File: config.mk
export PLATFORM = sky130hd
export DESIGN_NAME = rrhf_top
export DESIGN_NICKNAME = d
export VERILOG_FILES = /design/src/hdl/rrhf_pkg.sv /design/src/hdl/rrhf_top.sv /design/src/hdl/rrhf_watchdog_indicator.sv /design/src/hdl/rrhf_flash.sv
export SDC_FILE = /design/constraint.sdc
export NUM_CORES = 1
export LEC_CHECK = 0
export ABC_AREA = 1
export BUFFER_PORTS_ARGS = -buffer_cell sky130_fd_sc_hd__buf_2
export CORE_MARGIN = 2
export CORE_UTILIZATION = 30
export CTS_CLUSTER_DIAMETER = 40
export DETAILED_ROUTE_END_ITERATION = 8
export PLACE_DENSITY = 0.57
export SLEW_MARGIN = 20
export SYNTH_ARGS = -nofsm -noshare
export SYNTH_HDL_FRONTEND = slang
export SYNTH_SLANG_ARGS = --single-unit
export TNS_END_PERCENT = 1
File: constraint.sdc
create_clock -name mclk_i -period 6.5 [get_ports mclk_i]
set_input_delay 1.3 -clock mclk_i [delete_from_list [all_inputs] [get_ports mclk_i]]
set_output_delay 1.3 -clock mclk_i [all_outputs]
set_load 0.005 [all_outputs]
File: src/hdl/rrhf_pkg.sv
// Constants and types of the rack health and failover block.
// Assumes one 250 MHz clock and a single-module-per-file layout.
package rrhf_pkg;
   localparam int CLK_NS = 4;
   localparam int NS_PER_MS = 1000000;
   localparam int FAILOVER_MS = 1;
   localparam int TIMEOUT_MS = 18;
   localparam int LOCK_MS = 55;
   localparam int FLASH_MS = 250;
   localparam int FAILOVER_CYC = FAILOVER_MS * NS_PER_MS / CLK_NS;
   localparam int TIMEOUT_CYC = TIMEOUT_MS * NS_PER_MS / CLK_NS;
   localparam int LOCK_CYC = LOCK_MS * NS_PER_MS / CLK_NS;
   localparam int FLASH_CYC = FLASH_MS * NS_PER_MS / CLK_NS;
   localparam int CNT_W = 26;
   // Synchronised pin vector layout
   localparam int PIN_BTN = 0;
   localparam int PIN_PEER_CTRL = 1;
   localparam int PIN_PEER_RDY = 2;
   localparam int PIN_LINK = 3;
   localparam int PIN_ACT = 4;
   localparam int PIN_DIP_LSB = 5;
   localparam int DIP_W = 6;
   localparam int PIN_RAIL_LSB = 11;
   localparam int RAIL_W = 8;
   localparam int PIN_W = 19;
   // Configuration switch fields
   localparam int DIP_MODE_BIT = 0;
   localparam int DIP_NET_BIT = 1;
   localparam int DIP_TMR_BIT = 2;
   localparam int DIP_RACK_LSB = 3;
   localparam int RACK_W = 3;
   localparam logic [RACK_W-1:0] RACK_DEFAULT = 3'h1;
   localparam logic [RACK_W-1:0] RACK_MAX_EXT = 3'h7;
   localparam logic [RACK_W-1:0] RACK_MAX_TMR = 3'h3;
   localparam int DIGIT_W = 4;
   typedef enum logic [1:0] {ST_DIAG, ST_HALT, ST_RUN, ST_TRIP} rrhf_state_t;
   typedef enum logic [1:0] {FL_IDLE, FL_ON, FL_OFF, FL_GAP} rrhf_flash_t;
endpackage

File: src/hdl/rrhf_top.sv
// Supervision, role and failover logic of an expansion-rack network module.
// Assumes pins are asynchronous to mclk_i; processor-side strobes are not.
`timescale 1ns/1ps

// Operation
// - After reset stay halted until initialised
// - Initialisation gives exactly one role
// - Controller runs chassis, keeps standby synchronised
// - Diagnostics finish before any communication
// - Network-module mode disables first Ethernet port
// - Network type selects address series
// - Switch carries rack address, range checked
// - Run indicator red held, green running
// - Controller indicator follows controller role
// - Standby indicator when ready for failover
// - Low-supply fault on any rail fault
// - Failsafe lock shown locally and backplane
// - Lock within bounded time of fault
// - Watchdog has failover and timeout thresholds
// - Application, watchdog, clock, frame faults trip
// - Trip halts module, lights watchdog indicator
// - Traffic and link indicators follow network
// - Fault indicator flashes reported codes
// - Reset drops controller or standby role
module rrhf_top import rrhf_pkg::*; #(
   parameter int FAIL_CYC = FAILOVER_CYC,
   parameter int TO_CYC = TIMEOUT_CYC,
   parameter int LK_CYC = LOCK_CYC,
   parameter int FL_CYC = FLASH_CYC
) (
   input wire logic mclk_i,                        // Clock
   input wire logic rst_i,                         // Async reset
   input wire logic reset_btn_i,                   // Front reset button pin
   input wire logic peer_ctrl_i,                   // Peer holds controller role
   input wire logic peer_rdy_i,                    // Peer is healthy standby
   input wire logic link_up_i,                     // Network link pin
   input wire logic activity_i,                    // Network traffic pin
   input wire logic [DIP_W-1:0] config_dip_switch_i, // Configuration switch
   input wire logic [RAIL_W-1:0] rail_fault_i,     // Supply rail out of tolerance
   input wire logic diag_done_i,                   // Self test finished
   input wire logic diag_pass_i,                   // Self test passed
   input wire logic init_req_i,                    // Initialise strobe
   input wire logic init_ctrl_i,                   // Initialise as controller
   input wire logic os_running_i,                  // Operating system running
   input wire logic watchdog_indicator_kick_i,                   // Watchdog service strobe
   input wire logic application_program_fault_i,   // Application fault
   input wire logic system_clock_source_fault_i,   // Clock hardware fault
   input wire logic frame_timer_hw_fault_i,        // Frame timer fault
   input wire logic code_valid_i,                  // Fault code to report
   input wire logic [DIGIT_W-1:0] code_a_i,        // Fault code first digit
   input wire logic [DIGIT_W-1:0] code_b_i,        // Fault code second digit
   output logic running_o,                         // Module in operation
   output logic comm_en_o,                         // Communication allowed
   output logic backplane_controller_role_o,       // Controller role held
   output logic standby_o,                         // Standby role held
   output logic sync_en_o,                         // Keep standby synchronised
   output logic first_general_eth_port_en_o,       // First Ethernet port enable
   output logic alt_addr_series_o,                 // Alternate address series
   output logic [RACK_W-1:0] rack_addr_o,          // Rack address
   output logic rack_addr_ok_o,                    // Rack address in range
   output logic run_red_o,                         // Run indicator red
   output logic run_green_o,                       // Run indicator green
   output logic ctrl_led_o,                        // Controller indicator
   output logic standby_led_o,                     // Standby indicator
   output logic low_supply_fault_o,                // Low-supply indicator
   output logic io_failsafe_lock_o,                // Lock indicator, local
   output logic io_failsafe_lock_bp_o,             // Lock drive, backplane
   output logic watchdog_indicator_o,              // Watchdog indicator
   output logic traffic_led_o,                     // Traffic indicator
   output logic link_led_o,                        // Link indicator
   output logic fault_led_o                        // Fault indicator
);
   typedef struct packed {
      logic [PIN_W-1:0] q1;
      logic [PIN_W-1:0] q2;
      rrhf_state_t st;
      logic run;
      logic ctrl;
      logic stby;
      logic [CNT_W-1:0] lcnt;
      logic lock;
      logic wd_led;
      logic lowv;
      logic eth1;
      logic alt;
      logic [RACK_W-1:0] rack;
      logic rack_ok;
      logic red;
      logic green;
      logic trx;
      logic link;
   } rrhf_st_t;
   rrhf_st_t r, next_r;

   logic [PIN_W-1:0] pins;
   logic wd_fo, wd_to, flash_led, fault_led;

   assign pins = {rail_fault_i, config_dip_switch_i, activity_i, link_up_i,
                  peer_rdy_i, peer_ctrl_i, reset_btn_i};

   function automatic logic rack_in_range(input logic [DIP_W-1:0] dip);
      logic [RACK_W-1:0] a;
      a = dip[DIP_RACK_LSB +: RACK_W];
      rack_in_range = (a != '0) &&
                      (a <= (dip[DIP_TMR_BIT] ? RACK_MAX_TMR : RACK_MAX_EXT));
   endfunction

   rrhf_watchdog_indicator #(
      .FAIL_CYC(FAIL_CYC),
      .TO_CYC(TO_CYC)
   ) u_watchdog_indicator (
      .mclk_i(mclk_i),
      .rst_i(rst_i),
      .en_i(r.st == ST_RUN),
      .kick_i(watchdog_indicator_kick_i),
      .failover_o(wd_fo),
      .timeout_o(wd_to)
   );

   rrhf_flash #(
      .UNIT_CYC(FL_CYC)
   ) u_flash (
      .mclk_i(mclk_i),
      .rst_i(rst_i),
      .valid_i(code_valid_i),
      .digit_a_i(code_a_i),
      .digit_b_i(code_b_i),
      .led_o(flash_led)
   );

   ////////////////////////////////////////////////////////////////////////////
   logic btn, pctrl, prdy, trip, local_fault, accept;
   logic [DIP_W-1:0] dip;

   always_comb begin
      btn = r.q2[PIN_BTN];
      pctrl = r.q2[PIN_PEER_CTRL];
      prdy = r.q2[PIN_PEER_RDY];
      dip = r.q2[PIN_DIP_LSB +: DIP_W];
      trip = wd_to | application_program_fault_i | system_clock_source_fault_i |
             frame_timer_hw_fault_i;
      local_fault = trip | wd_fo | btn | (|r.q2[PIN_RAIL_LSB +: RAIL_W]);
      accept = (r.st == ST_HALT) && init_req_i && !btn;
      next_r = r;
      // First stage feeds only the second
      next_r.q1 = pins;
      next_r.q2 = r.q1;
      case (r.st)
         ST_DIAG: begin
            if (diag_done_i && diag_pass_i) begin
               next_r.st = ST_HALT;
            end
         end
         ST_HALT: begin
            if (init_req_i && !btn) begin
               next_r.st = ST_RUN;
               // Refuse the role while the peer still shows it
               next_r.ctrl = init_ctrl_i && !pctrl;
               next_r.stby = !(init_ctrl_i && !pctrl);
               next_r.lock = 1'b0;
               next_r.wd_led = 1'b0;
            end
         end
         ST_RUN: begin
            if (r.stby && !pctrl && prdy == 1'b0 && !local_fault) begin
               // Peer released the role first, so no overlap
               next_r.ctrl = 1'b1;
               next_r.stby = 1'b0;
            end
            if (wd_fo) begin
               // Short threshold hands control to the peer
               next_r.ctrl = 1'b0;
               next_r.stby = 1'b0;
               next_r.wd_led = 1'b1;
            end
            if (trip) begin
               next_r.st = ST_TRIP;
               next_r.ctrl = 1'b0;
               next_r.stby = 1'b0;
               next_r.wd_led = 1'b1;
            end
         end
         ST_TRIP: begin
            if (init_req_i && !btn) begin
               next_r.st = ST_HALT;
            end
         end
         default: next_r.st = ST_DIAG;
      endcase
      if (btn) begin
         next_r.st = (r.st == ST_DIAG) ? ST_DIAG : ST_HALT;
         next_r.ctrl = 1'b0;
         next_r.stby = 1'b0;
         next_r.wd_led = 1'b1;
      end
      // No controller in the rack: count toward the lock deadline
      // A fresh init restarts the deadline, as it also clears the lock
      if (r.ctrl || pctrl || accept) begin
         next_r.lcnt = '0;
      end else if (r.st != ST_DIAG && r.lcnt != CNT_W'(LK_CYC - 1)) begin
         next_r.lcnt = r.lcnt + 1'b1;
      end
      if ((r.ctrl && local_fault && !prdy) ||
          (r.lcnt == CNT_W'(LK_CYC - 2) && !accept)) begin
         next_r.lock = 1'b1;
      end
      next_r.lowv = |r.q2[PIN_RAIL_LSB +: RAIL_W];
      next_r.eth1 = !dip[DIP_MODE_BIT];
      next_r.alt = dip[DIP_NET_BIT];
      next_r.rack = dip[DIP_RACK_LSB +: RACK_W];
      next_r.rack_ok = rack_in_range(dip);
      next_r.red = btn;
      next_r.green = !btn && os_running_i;
      next_r.trx = r.q2[PIN_ACT];
      next_r.link = r.q2[PIN_LINK];
      next_r.run = (next_r.st == ST_RUN);
   end

   always_ff @(posedge mclk_i or posedge rst_i) begin
      if (rst_i) begin
         r <= '0;
         r.st <= ST_DIAG;
         r.eth1 <= 1'b1;
         r.rack <= RACK_DEFAULT;
      end else begin
         r <= next_r;
      end
   end

   always_ff @(posedge mclk_i or posedge rst_i) begin
      if (rst_i) begin
         fault_led <= 1'b0;
      end else begin
         fault_led <= flash_led;
      end
   end

   ////////////////////////////////////////////////////////////////////////////
   logic stby_rdy, sync_q;

   always_ff @(posedge mclk_i or posedge rst_i) begin
      if (rst_i) begin
         stby_rdy <= 1'b0;
         sync_q <= 1'b0;
      end else begin
         stby_rdy <= next_r.stby && next_r.st == ST_RUN && !local_fault;
         sync_q <= next_r.ctrl && next_r.st == ST_RUN && prdy;
      end
   end

   assign running_o = r.run;
   assign comm_en_o = r.run;
   assign backplane_controller_role_o = r.ctrl;
   assign standby_o = r.stby;
   assign sync_en_o = sync_q;
   assign first_general_eth_port_en_o = r.eth1;
   assign alt_addr_series_o = r.alt;
   assign rack_addr_o = r.rack;
   assign rack_addr_ok_o = r.rack_ok;
   assign run_red_o = r.red;
   assign run_green_o = r.green;
   assign ctrl_led_o = r.ctrl;
   assign standby_led_o = stby_rdy;
   assign low_supply_fault_o = r.lowv;
   assign io_failsafe_lock_o = r.lock;
   assign io_failsafe_lock_bp_o = r.lock;
   assign watchdog_indicator_o = r.wd_led;
   assign traffic_led_o = r.trx;
   assign link_led_o = r.link;
   assign fault_led_o = fault_led;
endmodule

File: src/hdl/rrhf_watchdog_indicator.sv
// Processor watchdog with a short failover and a long timeout threshold.
// Assumes kick_i and en_i come from logic on mclk_i.
`timescale 1ns/1ps
module rrhf_watchdog_indicator import rrhf_pkg::*; #(
   parameter int FAIL_CYC = FAILOVER_CYC,
   parameter int TO_CYC = TIMEOUT_CYC
) (
   input wire logic mclk_i,    // Clock
   input wire logic rst_i,     // Async reset
   input wire logic en_i,      // Watching enabled
   input wire logic kick_i,    // Service pulse
   output logic failover_o,    // Short threshold pulse
   output logic timeout_o      // Long threshold pulse
);
   typedef struct packed {
      logic [CNT_W-1:0] cnt;
      logic fo;
      logic to;
   } rrhf_watchdog_indicator_st_t;
   rrhf_watchdog_indicator_st_t r, next_r;

   always_comb begin
      next_r = r;
      next_r.fo = 1'b0;
      next_r.to = 1'b0;
      if (!en_i || kick_i) begin
         next_r.cnt = '0;
      end else if (r.cnt != CNT_W'(TO_CYC)) begin
         next_r.cnt = r.cnt + 1'b1;
         next_r.fo = (r.cnt == CNT_W'(FAIL_CYC - 1));
         next_r.to = (r.cnt == CNT_W'(TO_CYC - 1));
      end
   end

   always_ff @(posedge mclk_i or posedge rst_i) begin
      if (rst_i) begin
         r <= '0;
      end else begin
         r <= next_r;
      end
   end

   assign failover_o = r.fo;
   assign timeout_o = r.to;
endmodule

File: src/hdl/rrhf_flash.sv
// Fault code flasher: blinks digit A, pauses, blinks digit B, pauses.
// Assumes code inputs come from logic on mclk_i and hold while valid.
`timescale 1ns/1ps
module rrhf_flash import rrhf_pkg::*; #(
   parameter int UNIT_CYC = FLASH_CYC
) (
   input wire logic mclk_i,                 // Clock
   input wire logic rst_i,                  // Async reset
   input wire logic valid_i,                // Code to report
   input wire logic [DIGIT_W-1:0] digit_a_i, // First digit
   input wire logic [DIGIT_W-1:0] digit_b_i, // Second digit
   output logic led_o                       // Fault indicator
);
   typedef struct packed {
      rrhf_flash_t ph;
      logic sel;
      logic [DIGIT_W-1:0] n;
      logic [CNT_W-1:0] tick;
      logic led;
   } rrhf_flash_st_t;
   rrhf_flash_st_t r, next_r;

   always_comb begin
      next_r = r;
      next_r.tick = r.tick + 1'b1;
      if (r.tick == CNT_W'(UNIT_CYC - 1)) begin
         next_r.tick = '0;
         case (r.ph)
            FL_IDLE: begin
               if (valid_i) begin
                  next_r.n = digit_a_i;
                  next_r.sel = 1'b0;
                  next_r.ph = FL_ON;
               end
            end
            FL_ON: next_r.ph = FL_OFF;
            FL_OFF: begin
               if (r.n > 4'h1) begin
                  next_r.n = r.n - 1'b1;
                  next_r.ph = FL_ON;
               end else begin
                  next_r.ph = FL_GAP;
               end
            end
            FL_GAP: begin
               if (!r.sel && valid_i) begin
                  next_r.n = digit_b_i;
                  next_r.sel = 1'b1;
                  next_r.ph = FL_ON;
               end else begin
                  next_r.ph = FL_IDLE;
               end
            end
            default: next_r.ph = FL_IDLE;
         endcase
      end
      next_r.led = (next_r.ph == FL_ON);
   end

   always_ff @(posedge mclk_i or posedge rst_i) begin
      if (rst_i) begin
         r <= '0;
      end else begin
         r <= next_r;
      end
   end

   assign led_o = r.led;
endmodule

Word-level counts from Yosys, hierarchy flattened
Cells that the tools add are included.
{ "classes": {"n_addsub": 4, "magnitude_cmp": 2, "eq_ne": 19, "muxes": 35, "bitwise": 7, "reduce_logical": 48} }
{ "ops": {"columns": ["operator", "count"], "rows": [
  ["adder 26 x 1 -> 26 bit (second input constant)", 3],
  ["2-to-1 mux 26 bit", 3],
  ["2-to-1 mux 33 bit", 1],
  ["2-to-1 mux 28 bit", 1],
  ["equality test 26 x 18 -> 1 bit (second input constant)", 1],
  ["equality test 26 x 23 -> 1 bit (second input constant)", 1],
  ["equality test 26 x 24 -> 1 bit (second input constant)", 1],
  ["equality test 26 bit (second input constant)", 1],
  ["2-to-1 mux 2 bit", 13],
  ["inequality test 26 x 23 -> 1 bit (second input constant)", 1],
  ["inequality test 26 x 24 -> 1 bit (second input constant)", 1],
  ["logical AND 1 bit", 19],
  ["case mux 2 bit (4 select lines)", 2],
  ["case mux 4 bit (3 select lines)", 1],
  ["nonzero test 2 bit", 6],
  ["equality test 2 bit (second input constant)", 5],
  ["logical NOT 1 bit", 9],
  ["nonzero test 3 bit", 3],
  ["OR reduction 8 bit", 1],
  ["2-to-1 mux 1 bit", 7],
  ["2-to-1 mux 7 bit", 1],
  ["equality test 2 x 1 -> 1 bit (second input constant)", 3],
  ["OR 1 bit", 6],
  ["2-to-1 mux 5 bit", 1],
  ["other kinds (18)", 24]
]} }
{ "word_totals": {"regBits": 147, "input_bits": 39, "out_inout_bits": 22} }

Longest topological paths before layout
{ "depth": {"word_depth": 15, "mapped_depth": 12, "depth_no_buf": 11} }

By module
A second synthesis with hierarchy kept.
{ "hier_totals": {"cells_unflattened": 1060, "area_unflattened_um2": 7916.3} }
{ "by_module_without_submodules": {"columns": ["module", "n_inst", "cells_each", "area_each_um2", "seq_area_each_um2"], "rows": [
  ["rrhf_top", 1, 458, 3885.0, 2129.5],
  ["rrhf_flash", 1, 346, 2253.4, 850.8],
  ["rrhf_watchdog_indicator", 1, 256, 1778.0, 700.7]
]} }

Worst setup path after synthesis
OpenSTA, ideal clock, no wires.
{ "synth_path": {"path_type": "input-to-reg", "start": "input port watchdog_indicator_kick_i", "end": "register u_watchdog_indicator.r (netlist bit u_watchdog_indicator.failover_o)", "setup_ns": 0.086, "arrival_ns": 2.144, "t_required_ns": 6.414, "path_slack_ns": 4.270, "cell_stages": 6, "cell_sequence": "or2_1 -> clkbuf_1 -> inv_1 -> buf_2 -> nand4_1 -> nor3_1"} }
{ "synth_lines": {"columns": ["item", "line", "rtl"], "rows": [
  ["from (decl)", "rrhf_top.sv:45", "input wire logic watchdog_indicator_kick_i,"],
  ["to (signal assigned)", "rrhf_watchdog_indicator.sv:39", "r <= next_r;"],
  ["to (decl)", "rrhf_watchdog_indicator.sv:20", "rrhf_watchdog_indicator_st_t r, next_r;"]
]} }

Final worst setup path
{ "layout_path": {"start": "input port init_req_i", "end": "register r[34] (netlist bit)"} }
{ "layout_via": {"elab_chain_len": 4, "word_cells_on_any_way": 5, "classes_between": "mux (1); reduce/logical (4)"} }
{ "layout_rtl": {"columns": ["item", "line", "rtl"], "rows": [
  ["from (decl)", "rrhf_top.sv:42", "input wire logic init_req_i,"],
  ["logical AND 1 bit * (2 in a row)", "rrhf_top.sv:143", "accept = (r.st == ST_HALT) && init_req_i && !btn;"],
  ["logical OR 1 bit *", "rrhf_top.sv:198", "if (r.ctrl || pctrl || accept) begin"],
  ["2-to-1 mux 26 bit or nonzero test 2 bit (tied branches)", null, null],
  ["to (signal assigned)", "rrhf_top.sv:226", "r <= next_r;"],
  ["to (decl)", "rrhf_top.sv:93", "rrhf_st_t r, next_r;"]
]} }
Mark *: on every way between the ends. The rest lies on a longest branch, timed or not.
A chain may end at the register's enable or synchronous reset.

==> results.md <==
- Status: completed
- Clock slew at reported path FFs: 70 ps
- Post-cts hold buffer count: 0
- Top Ports: 61
- Vias in the first global route: 6199
- PortBufs: 60
- Footprint of the multi-input gates: 3460 um2
- CP bufs+invs: 3
- Wire per inst: 12.52 um
- Share of the synthesized area in the top cell type: 46.62%
- Hold Crit Start: next_r[54]
- Worst Hold Slack: 345.1 ps
- Cell with the most instances after synthesis: nand2_1
- Distinct cells, synth: 41
- NetSw: 672.8 uW
- Data arrival, critical path: 2820 ps
- Final WL: 17.84 mm
- CP Max Fanout: 23
- Worst path required time: 6870 ps
- EDFF count, synth: 0
- Power per cell area: 253.9 nW/um2
- Synth area leader: dfrtp_1
- Largest net degree at the start of global routing: 82
- Fin. Hold Viols: 0
- Seq/Total Area, Yosys: 47.29%
- Leak: 4.157 nW
- CTS tree: yes
- Syn_nets: 1077
- Final min period: 2449 ps
- Synth Register Bits: 147
- Grt ovf: 0
- Initial antenna violation count: 0
- Worst Tran Pin Value: 839.5 ps
- Cells after synthesis: 1024
- Die area: 27250 um2
- Fin util: 35.31%
- Count of final setup violators: 0
- Total GRT Usage: 13.82%
- Min-delay worst type: reg2reg
- Max Buffers Root-to-Sink: 2
- Combinational share of power: 13.7%
- Worst path top cell family by delay: simple AND/OR/NAND/NOR gates
- Max incr delay on CP: 530 ps
- Final Max Slew Viols: 0
- Share of total power in the clock network: 42.6%
- RSZ-0062 raised after global routing: no
- Clk root buf: clkbuf_16
- Seq. cell area: 3681 um2
- Row count: 58
- Final period util: 37.68%
- Dominant synthesized flop cell: dfrtp_1
- Rel. slew slack: 44.04%
- Synth top cells by count: 280 x nand2_1, 159 x nor2_1, 145 x dfrtp_1
- Synth Area per Inst: 7.601 um2
- Via/cell ratio: 4.546
- Synthesis-to-finish area growth: 14.89%
- Pint: 1.598 mW
- Synth Cell Area: 7784 um2
- Setup TNS: 0 ps
- Clk_skew: 14.56 ps
- Crit-path slowest cell: nor3_4
- Fillcell total: 2641
- DRC: 0
- H-tree lvl count: 4
- Layout cell share with drive strength beyond 1: 11.78%
- Core region area: 25330 um2
- Ys Warns: 0
- Asr flop ratio synth: 100.0%
- Dpl hpwl: 12.89 mm
- Iteration-0 DRC Markers: 421
- Synth area leaders: dfrtp_1 47%, nand2_1 14%, nor2_1 7.7%
- Die Span X: 165.1 um
- Post-CTS setup buffer count: 0
- Clock Latency Late Sink: 440 ps
- Origin of the critical flop-to-flop path: r[43]
- Die height: 165.1 um
- Via Count: 6478
- Antenna-violating nets left: 0
- Worst setup SP type: primary input
- Routability cong.: 0.9006
- Max_cap viols: 0
- Setup CP Type: in2reg
- Crit path cell chain: buf_2 -> nand2_1 -> nor2_1 -> nor3_4 -> buf_8 -> nand2_4 -> inv_6 -> nand2_1 -> nand2_1
- CTS Buf Count: 17
- Net Sw Frac: 29.63%
- CP startpoint: init_req_i
- Worst vdd ir: 0.1386 mV
- DRT Pass-1 Iters: 5
- Register share of total power: 43.7%
- Post-CTS Resized: 0
- Sink Count: 147
- Final #Nets: 1135
- Fmax: 0.4083 GHz
- Ant diodes: 0
- Worst Setup End Kind: flop
- Starting Density: 30.73%
- First-pass GRT wire length: 30.09 mm
- Most common cell on crit path: nand2_1
## worst register-to-register path, cell delays in order, from the launching register on
cell	delay, ps
dfrtp_1	450
inv_1	110
ha_1	220
inv_1	100
nor2_1	90
nor3_4	530
buf_8	250
nand2_4	90
inv_6	190
nand2_1	80
nand2_1	70
## state kept, by name, indices dropped and copies added, names as in the netlist, 3 cells and up
name                    flops
u_flash.r                  33
u_watchdog_indicator.r     26
dip                         6
r                          36
next_r                     21
rack_addr_o                 3
## power groups by stage
stage	registers (mW)	clock network, mW	logic (mW)
5_1_grt	0.999	1.03	0.361
3_5_place_dp	1.01	0	0.312
3_3_place_gp	1.01	0	0.309
2_1_floorplan	0.998	0	0.246
4_1_cts	0.992	0.993	0.314
6_report	0.991	0.967	0.312
## kinds of logic (layout without fill, tap and decap cells)
kind of cell,after synthesis,after routing,synth area share (%)
adder cells (fa/ha/maj),14,14,2.250
buffers and inverters,152,223,8.262
XOR/XNOR,23,23,2.588
flip-flops,147,147,47.29
AO/OA/AOI/OAI,60,60,4.340
AND/OR/NAND/NOR,628,628,35.27
## cell type report
cell class | count | share of cell area, %
clock inverter | 13 | 1.539
timing repair buffer | 62 | 3.610
multi-input combinational | 725 | 38.69
clock buffer | 19 | 4.841
sequential | 147 | 41.16
inverter | 129 | 5.541
tap | 330 | 4.617
## layer usage
metal	wire length, um	vias up	track usage (%)	share of wire, %
met2	8327	101	22.80	47
met4	233	0	4.111	1.3
met1	8692	3002	18.35	49
li1	-	3353	-	-
met3	586	22	2.747	3.3
met5	0	-	0	0
## path summary, 6_finish.rpt
path                                                  end  slack (ps)  depth (start not counted)
worst max-delay path                                r[34]        4050                          9
worst min-delay path                               dip[5]         350                          0
worst max register to register                      r[34]        4260                         10
worst min register to register                     dip[5]         350                          0
max in group asynchronous       u_watchdog_indicator.r[8]        4180                          3
min in group asynchronous                           r[56]         990                          2
## metrics by stage
stage | instances | power [mW] | worst slack (ps) | instance area (um2)
finish | 1425 | 2.270 | 4051 | 8942
floorplan | 1024 | 1.245 | 1252 | 7784
global route | 1425 | 2.391 | 3850 | 8942
global placement | 1392 | 1.318 | 3417 | 8357
detailed placement | 1392 | 1.321 | 3340 | 8357
CTS | 1424 | 2.299 | 3812 | 8927
## cells in the final DEF (no fill, tap or decap), types with 3 or more instances in the layout
cell and count:
ha_1 14, clkbuf_16 17, inv_6 8, nand2_2 11, nand3_1 84, dfrtp_1 145
nand2_1 280, o21ai_0 24, or2_2 7, nand4_1 28, nand2_4 3, nor2_2 3
nor4_1 5, a21oi_1 26, inv_1 124, nor2_1 159, xor2_1 23, nand3b_1 5
buf_2 60, nor3_1 35
No activity file was read; power rests on OpenSTA's default activity.
